===== config.mk =====
export PLATFORM = sky130hd
export DESIGN_NAME = cwf_frame_tx
export DESIGN_NICKNAME = d
export VERILOG_FILES = /design/src/rtl/cwf_pkg.sv /design/src/rtl/cwf_char_if.sv /design/src/rtl/cwf_digit_fmt.sv /design/src/rtl/cwf_frame_tx.sv /design/src/rtl/cwf_uart_tx.sv
export SDC_FILE = /design/constraint.sdc
export NUM_CORES = 1
export LEC_CHECK = 0
export BUFFER_PORTS_ARGS = -buffer_cell sky130_fd_sc_hd__buf_4
export CAP_MARGIN = 5
export CORE_ASPECT_RATIO = 1.5
export CORE_MARGIN = 2
export CORE_UTILIZATION = 41
export DETAILED_ROUTE_END_ITERATION = 6
export HOLD_SLACK_MARGIN = 0.06
export PLACE_DENSITY = 0.57
export SLEW_MARGIN = 20
export SYNTH_ARGS = -nofsm -noshare
export SYNTH_HDL_FRONTEND = slang
export SYNTH_HIERARCHICAL = 1
export SYNTH_SLANG_ARGS = --single-unit

===== constraint.sdc =====
create_clock -name core_clk -period 6.98 [get_ports core_clk]
set_input_delay 1.396 -clock core_clk [delete_from_list [all_inputs] [get_ports core_clk]]
set_output_delay 1.396 -clock core_clk [all_outputs]
set_load 0.005 [all_outputs]

===== src/rtl/cwf_pkg.sv =====
// Shared constants and types for the continuous weight frame transmitter
package cwf_pkg;

  // Register map (byte addresses on the plain register port)
  localparam logic [7:0]  CWF_OFS_CTRL      = 8'h00;
  localparam logic [7:0]  CWF_OFS_STAT      = 8'h04;

  // Control register fields
  localparam int          CWF_CTRL_CONT     = 0;
  localparam int          CWF_CTRL_DCE      = 1;
  localparam int          CWF_CTRL_SPO      = 2;
  localparam int          CWF_CTRL_BAUD_LSB = 3;
  localparam int          CWF_CTRL_W        = 6;
  localparam logic [5:0]  CWF_CTRL_RST      = 6'h00;

  // Status register fields
  localparam int          CWF_STAT_BUSY     = 0;
  localparam int          CWF_STAT_IDX_LSB  = 1;
  localparam int          CWF_STAT_CNT_LSB  = 16;
  localparam int          CWF_FCNT_W        = 16;

  // Rate select: 0=300, 1=600, 2=1200, 3=2400, 4=4800, 5=9600 baud
  localparam logic [2:0]  CWF_BAUD_MAX      = 3'h5;
  localparam int          CWF_CLK_HZ        = 125_000_000;
  localparam int          CWF_BASE_BAUD     = 300;
  localparam int          CWF_BIT_DIV_300   = CWF_CLK_HZ / CWF_BASE_BAUD;
  localparam int          CWF_DIV_W         = 20;

  // Character codes
  localparam logic [6:0]  CWF_ASCII_STX     = 7'h02;
  localparam logic [6:0]  CWF_ASCII_CR      = 7'h0D;
  localparam logic [6:0]  CWF_ASCII_SPACE   = 7'h20;
  localparam logic [6:0]  CWF_ASCII_ZERO    = 7'h30;

  // Frame layout; positions are zero based, STX at 0
  localparam int          CWF_NDIGIT        = 6;
  localparam int          CWF_NCHAR         = 18;
  localparam logic [4:0]  CWF_POS_STX       = 5'h00;
  localparam logic [4:0]  CWF_POS_A         = 5'h01;
  localparam logic [4:0]  CWF_POS_CR        = 5'h10;
  localparam logic [4:0]  CWF_POS_CK        = 5'h11;
  localparam int          CWF_POS_W0        = 4;
  localparam int          CWF_POS_T0        = 10;

  // Decimal point codes
  localparam logic [2:0]  CWF_DP_TENS       = 3'h1;
  localparam logic [2:0]  CWF_DP_NONE       = 3'h2;
  localparam logic [2:0]  CWF_DP_ONE        = 3'h3;
  localparam logic [2:0]  CWF_DP_TWO        = 3'h4;
  localparam logic [2:0]  CWF_DP_THREE      = 3'h5;

  // Increment size select and the status A bits {bit4, bit3} sent for it
  localparam logic [1:0]  CWF_INC_X1        = 2'h0;
  localparam logic [1:0]  CWF_INC_X2        = 2'h1;
  localparam logic [1:0]  CWF_INC_X5        = 2'h2;
  localparam logic [1:0]  CWF_INCB_X1       = 2'h0;
  localparam logic [1:0]  CWF_INCB_X2       = 2'h1;
  localparam logic [1:0]  CWF_INCB_X5       = 2'h3;

  // Serial character: start, 7 data, parity, stop
  localparam int          CWF_UART_BITS     = 10;
  localparam logic [3:0]  CWF_UART_LAST     = 4'h9;

  typedef enum logic [2:0] {
    CWF_ST_IDLE = 3'b001,
    CWF_ST_SNAP = 3'b010,
    CWF_ST_SEND = 3'b100
  } cwf_state_t;

endpackage


===== src/rtl/cwf_char_if.sv =====
// Character handshake between the framer and the serializer
`timescale 1ns/1ps
interface cwf_char_if
  import cwf_pkg::*;
();
  logic                 valid;
  logic                 ready;
  logic [6:0]           data;
  logic [CWF_DIV_W-1:0] bit_div;

  modport framer     (output valid, output data, output bit_div, input ready);
  modport serializer (input valid, input data, input bit_div, output ready);
endinterface


===== src/rtl/cwf_digit_fmt.sv =====
// Six BCD digits to ASCII with leading blanking
`timescale 1ns/1ps
module cwf_digit_fmt
  import cwf_pkg::*;
(
  input  wire logic [4*CWF_NDIGIT-1:0] digits_bcd,
  input  wire logic [2:0]              dp_code,
  output logic      [7*CWF_NDIGIT-1:0] chars
);

  logic [2:0]          frac;
  logic [CWF_NDIGIT:0] lead;

  always_comb begin
    unique case (dp_code)
      CWF_DP_ONE:   frac = 3'h1;
      CWF_DP_TWO:   frac = 3'h2;
      CWF_DP_THREE: frac = 3'h3;
      default:      frac = 3'h0;
    endcase
  end

  assign lead[0] = 1'b1;

  // Char 0 is the most significant digit; the units digit is never blanked
  for (genvar g = 0; g < CWF_NDIGIT; g++) begin : g_dig
    logic [3:0] dig;
    logic       keep;
    assign dig        = digits_bcd[4*(CWF_NDIGIT-1-g) +: 4];
    assign lead[g+1]  = lead[g] & (dig == 4'h0);
    assign keep       = (g + 1 + int'(frac)) >= CWF_NDIGIT;
    assign chars[7*g +: 7] = (lead[g+1] && !keep) ? CWF_ASCII_SPACE
                                                  : (CWF_ASCII_ZERO | {3'h0, dig});
  end

endmodule // cwf_digit_fmt


===== src/rtl/cwf_frame_tx.sv =====
// Continuous weight frame transmitter: framing, status bytes and registers
// Operation
// - Continuous frames go out at a selectable rate from 300 to 9600 baud.
// - While continuous output runs, demand print formats are suppressed; the inhibit follows CWF_CTRL_CONT and drops before the last frame ends.
// - Each character: start, seven data, even parity, stop; receiver matches.
// - Frame has 18 characters with delimiter and check, 16 without.
// - Order: optional STX, status A, B, C, six weight, six tare digits.
// - Carriage return follows tare; check character follows when enabled.
// - Non-significant leading weight and tare digits are sent as spaces.
// - Status A bits 2..0 carry decimal point code; bits 5, 6 are one.
// - With setpoints on, status A bits 3, 4 report setpoint outputs.
// - With setpoints off, status A bits 3, 4 give increment size.
// - Status B: net, negative, overcapacity, motion in bits 0..3; bit 5 one.
// - Status B bit 4 is one for kilograms or any unit besides pounds.
// - Status B bit 6 is zero tolerance with setpoints, else power-up flag.
// - Status C bits 0..2 zero, bit 3 print request, bits 4..6 one.
// - Bit 7 of each status byte is that byte's parity.
// - Delimiter and check character are both sent only when enabled.
//
// Local design decisions: the strobed register port and the register addresses.
`timescale 1ns/1ps
module cwf_frame_tx
  import cwf_pkg::*;
#(
  parameter int BIT_DIV_300 = CWF_BIT_DIV_300
) (
  input  wire logic                    core_clk,
  input  wire logic                    reset,
  input  wire logic [7:0]              reg_addr,
  input  wire logic [31:0]             reg_wdata,
  input  wire logic                    reg_wr,
  input  wire logic                    reg_rd,
  output logic      [31:0]             reg_rdata,
  input  wire logic [4*CWF_NDIGIT-1:0] weight_bcd,
  input  wire logic [4*CWF_NDIGIT-1:0] tare_bcd,
  input  wire logic [2:0]              dp_code,
  input  wire logic [1:0]              incr_size_sel,
  input  wire logic                    setpoint1_active,
  input  wire logic                    setpoint2_active,
  input  wire logic                    net_mode,
  input  wire logic                    weight_negative,
  input  wire logic                    over_capacity,
  input  wire logic                    in_motion,
  input  wire logic                    unit_not_lb,
  input  wire logic                    within_zero_tol,
  input  wire logic                    power_up_flag,
  input  wire logic                    print_request,
  output logic                         txd,
  output logic                         frame_active,
  output logic                         frame_done,
  output logic                         demand_print_inhibit
);

  localparam logic [CWF_DIV_W-1:0] DIV_BASE = CWF_DIV_W'(BIT_DIV_300);

  cwf_char_if chr ();

  cwf_state_t              state_q;
  logic [CWF_CTRL_W-1:0]   ctrl_q;
  logic [31:0]             rdata_q;
  logic [CWF_DIV_W-1:0]    bit_div_q;
  logic [6:0]              frame_q [CWF_NCHAR];
  logic [6:0]              frame_d [CWF_NCHAR];
  logic [4:0]              idx_q;
  logic [4:0]              last_q;
  logic                    valid_q;
  logic [6:0]              data_q;
  logic                    active_q;
  logic                    done_q;
  logic [CWF_FCNT_W-1:0]   fcnt_q;
  logic [7*CWF_NDIGIT-1:0] wchars;
  logic [7*CWF_NDIGIT-1:0] tchars;
  logic [6:0]              stat_a;
  logic [6:0]              stat_b;
  logic [6:0]              stat_c;
  logic [1:0]              incr_bits;
  logic [6:0]              ck_sum;
  logic [2:0]              baud_sel;
  logic                    cont_en;
  logic                    dce;
  logic                    spo;
  logic                    accept;
  logic                    last_char;

  assign cont_en  = ctrl_q[CWF_CTRL_CONT];
  assign dce      = ctrl_q[CWF_CTRL_DCE];
  assign spo      = ctrl_q[CWF_CTRL_SPO];
  assign baud_sel = ctrl_q[CWF_CTRL_BAUD_LSB +: 3];
  assign accept   = valid_q && chr.ready;
  // Serializer takes the final character of the frame in this cycle
  assign last_char = accept && (idx_q == last_q);

  assign chr.valid   = valid_q;
  assign chr.data    = data_q;
  assign chr.bit_div = bit_div_q;

  assign reg_rdata            = rdata_q;
  assign frame_active         = active_q;
  assign frame_done           = done_q;
  assign demand_print_inhibit = ctrl_q[CWF_CTRL_CONT];

  // ---------------------------------------------------------------- registers
  always_ff @(posedge core_clk or posedge reset) begin
    if (reset) begin
      ctrl_q <= CWF_CTRL_RST;
    end else if (reg_wr && reg_addr == CWF_OFS_CTRL) begin
      ctrl_q <= reg_wdata[CWF_CTRL_W-1:0];
    end
  end

  // Read data stand only in the cycle after the strobe; unmapped reads zero
  always_ff @(posedge core_clk or posedge reset) begin
    if (reset) begin
      rdata_q <= 32'h0000_0000;
    end else begin
      rdata_q <= 32'h0000_0000;
      if (reg_rd) begin
        unique case (reg_addr)
          CWF_OFS_CTRL: rdata_q[CWF_CTRL_W-1:0] <= ctrl_q;
          CWF_OFS_STAT: begin
            rdata_q[CWF_STAT_BUSY]            <= active_q;
            rdata_q[CWF_STAT_IDX_LSB +: 5]    <= idx_q;
            rdata_q[CWF_STAT_CNT_LSB +: CWF_FCNT_W] <= fcnt_q;
          end
          default: rdata_q <= 32'h0000_0000;
        endcase
      end
    end
  end

  // Rate codes above 9600 clamp to 9600; each step halves the bit time
  always_ff @(posedge core_clk or posedge reset) begin
    if (reset) begin
      bit_div_q <= DIV_BASE;
    end else if (baud_sel > CWF_BAUD_MAX) begin
      bit_div_q <= DIV_BASE >> CWF_BAUD_MAX;
    end else begin
      bit_div_q <= DIV_BASE >> baud_sel;
    end
  end

  // ---------------------------------------------------------- frame contents
  cwf_digit_fmt u_wfmt (
    .digits_bcd (weight_bcd),
    .dp_code    (dp_code),
    .chars      (wchars)
  );

  cwf_digit_fmt u_tfmt (
    .digits_bcd (tare_bcd),
    .dp_code    (dp_code),
    .chars      (tchars)
  );

  always_comb begin
    unique case (incr_size_sel)
      CWF_INC_X2: incr_bits = CWF_INCB_X2;
      CWF_INC_X5: incr_bits = CWF_INCB_X5;
      default:    incr_bits = CWF_INCB_X1;
    endcase
  end

  always_comb begin
    stat_a[2:0] = dp_code;
    if (spo) begin
      stat_a[3] = setpoint1_active;
      stat_a[4] = setpoint2_active;
    end else begin
      stat_a[4:3] = incr_bits;
    end
    stat_a[6:5] = 2'h3;
  end

  always_comb begin
    stat_b[0] = net_mode;
    stat_b[1] = weight_negative;
    stat_b[2] = over_capacity;
    stat_b[3] = in_motion;
    stat_b[4] = unit_not_lb;
    stat_b[5] = 1'b1;
    stat_b[6] = spo ? within_zero_tol : power_up_flag;
  end

  assign stat_c = {3'h7, print_request, 3'h0};

  // Status bytes carry 7 data bits; the serializer appends even parity as bit 7
  always_comb begin
    ck_sum = 7'h00;
    frame_d[CWF_POS_STX] = CWF_ASCII_STX;
    frame_d[CWF_POS_A]     = stat_a;
    frame_d[CWF_POS_A + 1] = stat_b;
    frame_d[CWF_POS_A + 2] = stat_c;
    for (int i = 0; i < CWF_NDIGIT; i++) begin
      frame_d[CWF_POS_W0 + i] = wchars[7*i +: 7];
      frame_d[CWF_POS_T0 + i] = tchars[7*i +: 7];
    end
    frame_d[CWF_POS_CR] = CWF_ASCII_CR;
    for (int i = 0; i <= int'(CWF_POS_CR); i++) begin
      ck_sum = ck_sum + frame_d[i];
    end
    frame_d[CWF_POS_CK] = 7'(~ck_sum + 7'h01);
  end

  // --------------------------------------------------------------- sequencer
  // Enables are sampled once per frame so a frame is never half one layout
  always_ff @(posedge core_clk or posedge reset) begin
    if (reset) begin
      state_q <= CWF_ST_IDLE;
    end else begin
      unique case (state_q)
        CWF_ST_IDLE: begin
          if (cont_en) begin
            state_q <= CWF_ST_SNAP;
          end
        end
        CWF_ST_SNAP: begin
          state_q <= CWF_ST_SEND;
        end
        CWF_ST_SEND: begin
          if (last_char) begin
            // Switching off lets the running frame finish cleanly
            state_q <= cont_en ? CWF_ST_SNAP : CWF_ST_IDLE;
          end
        end
      endcase
    end
  end

  // Index rests on the last position between frames; status shows where it ended
  always_ff @(posedge core_clk or posedge reset) begin
    if (reset) begin
      idx_q  <= 5'h00;
      last_q <= CWF_POS_CR;
    end else if (state_q == CWF_ST_SNAP) begin
      idx_q  <= dce ? CWF_POS_STX : CWF_POS_A;
      last_q <= dce ? CWF_POS_CK : CWF_POS_CR;
    end else if (state_q == CWF_ST_SEND && accept && !last_char) begin
      idx_q <= idx_q + 5'h01;
    end
  end

  // Whole frame is captured in one cycle so the check character matches the bytes
  // that are sent, even while the scale data keep moving
  for (genvar p = 0; p < CWF_NCHAR; p++) begin : g_slot
    always_ff @(posedge core_clk or posedge reset) begin
      if (reset) begin
        frame_q[p] <= 7'h00;
      end else if (state_q == CWF_ST_SNAP) begin
        frame_q[p] <= frame_d[p];
      end
    end
  end

  // One idle cycle between characters keeps the handshake a plain flop
  always_ff @(posedge core_clk or posedge reset) begin
    if (reset) begin
      valid_q <= 1'b0;
      data_q  <= 7'h00;
    end else if (accept) begin
      valid_q <= 1'b0;
    end else if (state_q == CWF_ST_SEND && !valid_q) begin
      valid_q <= 1'b1;
      data_q  <= frame_q[idx_q];
    end
  end

  // Busy follows the sequencer a cycle late so the pin leaves a flop
  always_ff @(posedge core_clk or posedge reset) begin
    if (reset) begin
      active_q <= 1'b0;
    end else begin
      active_q <= (state_q != CWF_ST_IDLE);
    end
  end

  // One-cycle pulse in the cycle after the last character of a frame is taken
  always_ff @(posedge core_clk or posedge reset) begin
    if (reset) begin
      done_q <= 1'b0;
    end else begin
      done_q <= last_char;
    end
  end

  // Frame count wraps silently; software takes differences, not absolutes
  always_ff @(posedge core_clk or posedge reset) begin
    if (reset) begin
      fcnt_q <= '0;
    end else if (last_char) begin
      fcnt_q <= fcnt_q + 1'b1;
    end
  end

  // ------------------------------------------------------------- serializer
  cwf_uart_tx u_uart (
    .core_clk (core_clk),
    .reset    (reset),
    .chr      (chr.serializer),
    .txd      (txd)
  );

endmodule // cwf_frame_tx


===== src/rtl/cwf_uart_tx.sv =====
// Asynchronous character serializer, 7 data bits with even parity
`timescale 1ns/1ps
module cwf_uart_tx
  import cwf_pkg::*;
(
  input  wire logic       core_clk,
  input  wire logic       reset,
  cwf_char_if.serializer  chr,
  output logic            txd
);

  logic [CWF_UART_BITS-1:0] shift_q;
  logic [3:0]               bit_cnt_q;
  logic [CWF_DIV_W-1:0]     div_cnt_q;
  logic [CWF_DIV_W-1:0]     div_q;
  logic                     busy_q;
  logic                     txd_q;

  assign chr.ready = !busy_q;
  assign txd       = txd_q;

  always_ff @(posedge core_clk or posedge reset) begin
    if (reset) begin
      shift_q   <= '1;
      bit_cnt_q <= 4'h0;
      div_cnt_q <= '0;
      div_q     <= '0;
      busy_q    <= 1'b0;
      txd_q     <= 1'b1;
    end else if (!busy_q) begin
      if (chr.valid) begin
        // Divisor latched per character so a rate change never splits one
        shift_q   <= {1'b1, ^chr.data, chr.data, 1'b0};
        div_q     <= chr.bit_div;
        bit_cnt_q <= 4'h0;
        div_cnt_q <= '0;
        busy_q    <= 1'b1;
        txd_q     <= 1'b0;
      end
    end else if (div_cnt_q == div_q - 1'b1) begin
      div_cnt_q <= '0;
      if (bit_cnt_q == CWF_UART_LAST) begin
        busy_q <= 1'b0;
      end else begin
        bit_cnt_q <= bit_cnt_q + 4'h1;
        shift_q   <= {1'b1, shift_q[CWF_UART_BITS-1:1]};
        txd_q     <= shift_q[1];
      end
    end else begin
      div_cnt_q <= div_cnt_q + 1'b1;
    end
  end

endmodule // cwf_uart_tx

# Yosys cells after proc, flatten, opt, wreduce, memory -nomap -nowiden
# Index checks and enable logic that the tools add are counted.
dict set report word_totals {
  inputBits 107
  word_cells 203
  register_bits 261
  output_inout_bits 36
}
dict set report classes {
  eq_ne 17
  n_shift 1
  n_mux 52
  order_cmp 8
  reduce_logical 48
  n_bitwise 14
  add_sub_neg 28
}
# cell count
set ops {}
lappend ops {{32-bit by 4-bit >= comparator with 1-bit output (second input constant)} 6}
lappend ops {{7-bit adder} 14}
lappend ops {{20-bit two-way mux} 4}
lappend ops {{5-bit two-way mux} 14}
lappend ops {{4-bit zero test} 12}
lappend ops {{10-bit two-way mux} 4}
lappend ops {{7-bit binary-select mux with 5-bit select} 1}
lappend ops {{32-bit two-way mux} 1}
lappend ops {{20-bit by 1-bit adder with 20-bit output (second input constant)} 1}
lappend ops {{20-bit equality test} 1}
lappend ops {{19-bit by 3-bit >> shifter with 20-bit output (first input constant)} 1}
lappend ops {{20-bit by 1-bit subtractor with 20-bit output (second input constant)} 1}
lappend ops {{1-bit logical AND} 18}
lappend ops {{16-bit by 1-bit adder with 16-bit output (second input constant)} 1}
lappend ops {{16-bit two-way mux} 1}
lappend ops {{4-bit two-way mux} 4}
lappend ops {{7-bit two-way mux} 2}
lappend ops {{1-bit two-way mux} 13}
lappend ops {{6-bit case mux with 2 select lines} 1}
lappend ops {{1-bit bitwise AND} 10}
lappend ops {{3-bit equality test (second input constant)} 3}
lappend ops {{1-bit zero test} 9}
lappend ops {{3-bit case mux with 3 select lines} 1}
lappend ops {{3-bit by 2-bit adder with 4-bit output (first input constant)} 2}
lappend ops {{other kinds (32)} 43}

# Depth between registers and ports, before layout
dict set report logic_depth {
  depth_word 22
  depth_mapped 21
  mapped_depth_nobuf 21
}

# Hierarchy
# Netlist, hierarchy kept.
# module n_inst area_per_inst_um2 cells_per_inst seq_area_each_um2
set modules_own_cells {}
lappend modules_own_cells {cwf_frame_tx 1 10446.3 1002 4669.5}
lappend modules_own_cells {cwf_uart_tx 1 3570.9 384 1362.6}
lappend modules_own_cells {{cwf_digit_fmt at u_tfmt} 1 322.8 54 0.0}
lappend modules_own_cells {{cwf_digit_fmt at u_wfmt} 1 317.8 54 0.0}

# Least setup slack after synthesis
# OpenSTA, ideal clock, no wires.
dict set report synth_path {
  kind {input -> register}
  start {in weight_bcd[20]}
  end {reg frame_q[6] in the netlist's numbering}
  slack_ns 0.199
  setup_ns 0.125
  path_stages 19
  required_time_ns 6.855
  path_buffers 0
  arrival_ns 6.656
  path_cell_list {or4_1 -> nor2_4 -> inv_1 -> fa_1 -> inv_1 -> fa_1 -> inv_1 -> fa_1 -> fa_1 -> fa_1 -> inv_1 -> fa_1 -> inv_1 -> ha_1 -> nor3_1 -> mux2i_1 -> a311oi_1 -> a211o_1 -> nand3_1}
}
# element line_no
set synth_lines {}
lappend synth_lines {{start: declaration} cwf_frame_tx.sv:34} ;# input wire logic [4*CWF_NDIGIT-1:0] weight_bcd,
lappend synth_lines {{end signal: indexed assignment} cwf_frame_tx.sv:249} ;# frame_q[p] <= frame_d[p];
lappend synth_lines {{end: declaration} cwf_frame_tx.sv:62} ;# logic [6:0] frame_q [CWF_NCHAR];

==> summary.md <==
| Metric | Value |
|---|---|
| #FFs+latches synth | `240` |
| Met1 usage | `between 20 and 25%` |
| Final hold violations | `0` |
| Largest net degree at the start of global routing | `about 120` |
| Syn Inst Count | `1,494` |
| Initial antenna violation count | `0` |
| # port buffers | `about 110` |
| Total global routing overflow | `0` |
| Routed Antenna Nets | `0` |
| Fin crit share | `96.4%` |
| Clock Power Share | `22.7%` |
| DPL Wire Length | `25,800 um` |
| Lkg Pwr | `7.85 nW` |
| Die X | `roughly 160 um` |
| Ranking of synthesized cells by area | `dfrtp_1, fa_1, nand2_1` |
| Top cell type by total area after synthesis | `dfrtp_1` |
| Unrepaired setup endpoints after global routing | `no` |
| Total GRT Usage | `between 10% and 20%` |
| Routed wire length | `34,600 um` |
| Remaining DRCs | `0` |
| CTS tree | `done` |
| Post-synth EDFFs | `0` |
| Fillcell total | `between 3k and 4k` |
| Req. time, crit path | `about 7.4 ns` |
| Run status | `finished, final reports clean` |
| Mapped cell area | `14,700 um^2` |
| Unique masters post-synth | `75` |
| Syn avg cell area | `between 9 and 10 um^2` |
| Ant diodes | `0` |
| Reg power frac | `25.1%` |
| Design Power | `~6.0 mW` |
| Hold-fix buffers, CTS | `0` |
| Row Count | `84` |
| Transition time of the tightest slew-check pin | `1.02 ns` |
| Max H-tree Level | `1` |
| Achievable frequency | `149 MHz` |
| Top fanout value on the critical path | `6` |
| Synth async-reset ratio | `100%` |
| Sw frac | `about 36%` |
| Initial cell density of the core | `41.8%` |
| Final core utilization | `~47%` |
| Ys flop type | `dfrtp_1` |
| Met3 Usage GRT | `between 2 and 2.5%` |
| PwrDens | `around 360 nW/um^2` |
| Layout cells sized above 1 | `roughly a fifth` |
| Post-Route Skew | `between 0.01 and 0.015 ns` |
| Area occupied by multi-input gates | `about 7400 um^2` |
| Synth Warn # | `6` |
| Register Area | `6030 um^2` |
| Max Cap Viol | `0` |
| Die Footprint | `between 30,000 and 40,000 um^2` |
| Peak supply drop | `roughly 490 uV` |
| Net Switching | `between 2 and 2.5 mW` |
| Clock sink count | `240` |
| Slew headroom | `31.9%` |
| Seq/Total Area, Yosys | `approximately two fifths` |
| Root Driver | `clkbuf_16` |
| Layout overhead on the synthesized area | `13.3%` |
| Final Max Slew Viols | `0` |
| Post-synth top area share | `37.4%` |
| Fin crit period | `6.73 ns` |
| First-pass GRT wire length | `56,400 um` |
| CTS Buf Count | `26` |
| Number of global-route vias before repair | `between 10k and 15k` |
| Via count | `between 10k and 15k` |
| Hold Path Class | `reg -> reg` |
| Most Crowded Layer GR | `met2` |
| # resized after CTS | `0` |
| DRT Pass-1 Iters | `5` |
| Non-filler instance count after layout | `2,052` |
| Routed wire per std cell | `approximately 17 um` |
| Clock transition at path regs | `roughly 0.060 ns` |
| Initial DRC Count | `roughly 500` |
| Setup CP Type | `in -> reg` |
| IO Pins | `143` |
| Vias/cell | `5.04` |
| Dpl cells | `2,004` |
| Clock Latency Late Sink | `0.55 ns` |
| Chip Height | `approximately 240 um` |
| GP Congestion | `between 0.8 and 0.9` |
| Arrival time at the worst endpoint | `between 7 and 8 ns` |
| Power Internal | `between 3 and 4 mW` |
| Post-CTS Setup Bufs | `0` |
| Final setup viols | `0` |
| Clk buf depth | `3` |
| Gate power share | `between 50% and 60%` |
| M2 GR Usage | `35.4%` |
| Startpoint types | `input pin` |
| Critical path capture point type | `register` |
| Nets@finish | `between 1.5k and 2k` |
| Core Box Area | `approximately 35,000 um^2` |
## path summary, 6_finish.rpt
path                                 from          endpoint  slack, ns  depth (start not counted)
min                         bit_div_q[10]  u_uart/div_q[10]       0.46                          2
min in group asynchronous           reset      reg_rdata[0]       1.03                          2
max reg2reg                     ctrl_q[2]        frame_q[6]       1.29                         17
min reg2reg                 bit_div_q[10]  u_uart/div_q[10]       0.46                          2
max                        weight_bcd[13]        frame_q[6]       0.25                         18
max in group asynchronous           reset          idx_q[0]       4.46                          3
## cells in the mapped netlist, types with 6 or more instances
cell type	count
a211oi_1	7
a21o_1	6
a21oi_1	24
a22o_1	7
a22oi_1	15
a2bb2oi_1	9
and3_1	30
buf_2	9
buf_4	47
buf_6	6
clkbuf_1	90
dfrtp_1	219
dfstp_2	21
fa_1	66
ha_1	30
inv_1	137
mux2_2	24
mux2i_1	14
mux4_2	27
nand2_1	279
nand2b_1	12
nand3_1	33
nand4_1	14
nor2_1	51
nor2b_1	20
nor3_1	12
nor4_1	10
o21ai_0	72
o22ai_1	11
or2_2	6
or4_1	8
xnor2_1	59
xor2_1	25
## registers in the layout (all words and copies together), names as in the netlist
name              flops
chr.data              7
u_uart/bit_cnt_q      4
idx_q                 5
frame_done            1
last_q                1
u_uart/busy_q         1
reg_rdata            22
chr.valid             1
u_uart/div_q         20
fcnt_q               16
state_q               3
u_uart/shift_q        8
frame_active          1
frame_q             104
u_uart/txd            1
bit_div_q            19
u_uart/div_cnt_q     20
ctrl_q                6
## placed cells by master (no fill, tap or decap), drive strengths merged, types with 9 or more instances in the layout
cell	Yosys	layout
nand2	280	280
dfrtp	219	219
buf	65	162
inv	137	137
o21ai	72	72
fa	66	66
xnor2	59	59
nor2	55	55
conb	5	37
clkbuf	90	37
nand3	33	33
and3	30	30
ha	30	30
mux4	27	27
xor2	25	25
a21oi	25	25
mux2	24	24
dfstp	21	21
nor2b	20	20
a22oi	15	15
nand4	14	14
mux2i	14	14
nor3	14	14
nor4	13	13
nand2b	12	12
or4	12	12
o22ai	11	11
a2bb2oi	9	9
clkinv	0	9
## critical path: stages
cell and delay (ns):
buf_4 0.12, or4_4 0.53, nor3_2 0.31, nand3_1 0.18, fa_1 0.51, fa_1 0.54
fa_1 0.46, fa_1 0.58, fa_1 0.56, inv_1 0.05, fa_1 0.54, inv_1 0.04
ha_1 0.36, nor3b_1 0.21, mux2i_1 0.12, a311oi_1 0.38, a211o_1 0.19, nand3_1 0.07
## cell families (layout without fill, tap and decap cells)
logic type                 after synthesis  in the layout  synth area share (%)
DFF                                    240            240                  41.2
muxes                                   65             65                  6.95
adders and majority gates               96             96                  11.6
other                                    5             37                 0.128
AOI/OAI and AO/OA                      188            188                  8.29
xor gates and xnor gates                86             86                  5.33
and+or+nand+nor                        520            520                  17.4
buffers and inverters                  294            347                  9.20
## layout make-up
class / count / area share [%]
clock buffers: 37 / 4.47
clock inverters: 11 / 0.565
inverters: 137 / 3.14
multi-input cells: 992 / 44.6
flip-flops and latches: 240 / 36.3
well taps: 473 / 3.56
repair buffers: 162 / 7.32
## power by group through the flow
| stage | sequential (mW) | combinational (mW) | clock, mW |
|---|---|---|---|
| global placement | 1.52 | 3.10 | 0 |
| floorplan | 1.51 | 2.11 | 0 |
| finish | 1.50 | 3.11 | 1.35 |
| detailed placement | 1.52 | 3.14 | 0 |
| CTS | 1.50 | 3.16 | 1.39 |
| global route | 1.51 | 3.47 | 1.45 |
## layer usage
| metal | routed length [um] | vias to the layer above |
|---|---|---|
| met5 | 0 | - |
| met4 | 1180 | 0 |
| met3 | 1010 | 58 |
| met2 | 18700 | 181 |
| met1 | 13700 | 5134 |
| li1 | - | 4960 |
## metrics by stage
stage                     worst slack [ns]  hold WS (ns)  TNS [ns]  cell area [um^2]
after floorplan                      0.199         0.426         0             14800
after global placement              -0.243         0.451    -0.382             15800
after detailed placement            -0.328         0.449    -0.574             15800
after CTS                            0.252         0.464         0             16600
after global routing                0.0262         0.494         0             16600
final                                0.249         0.461         0             16600
Power figures use the tool's default switching activity.
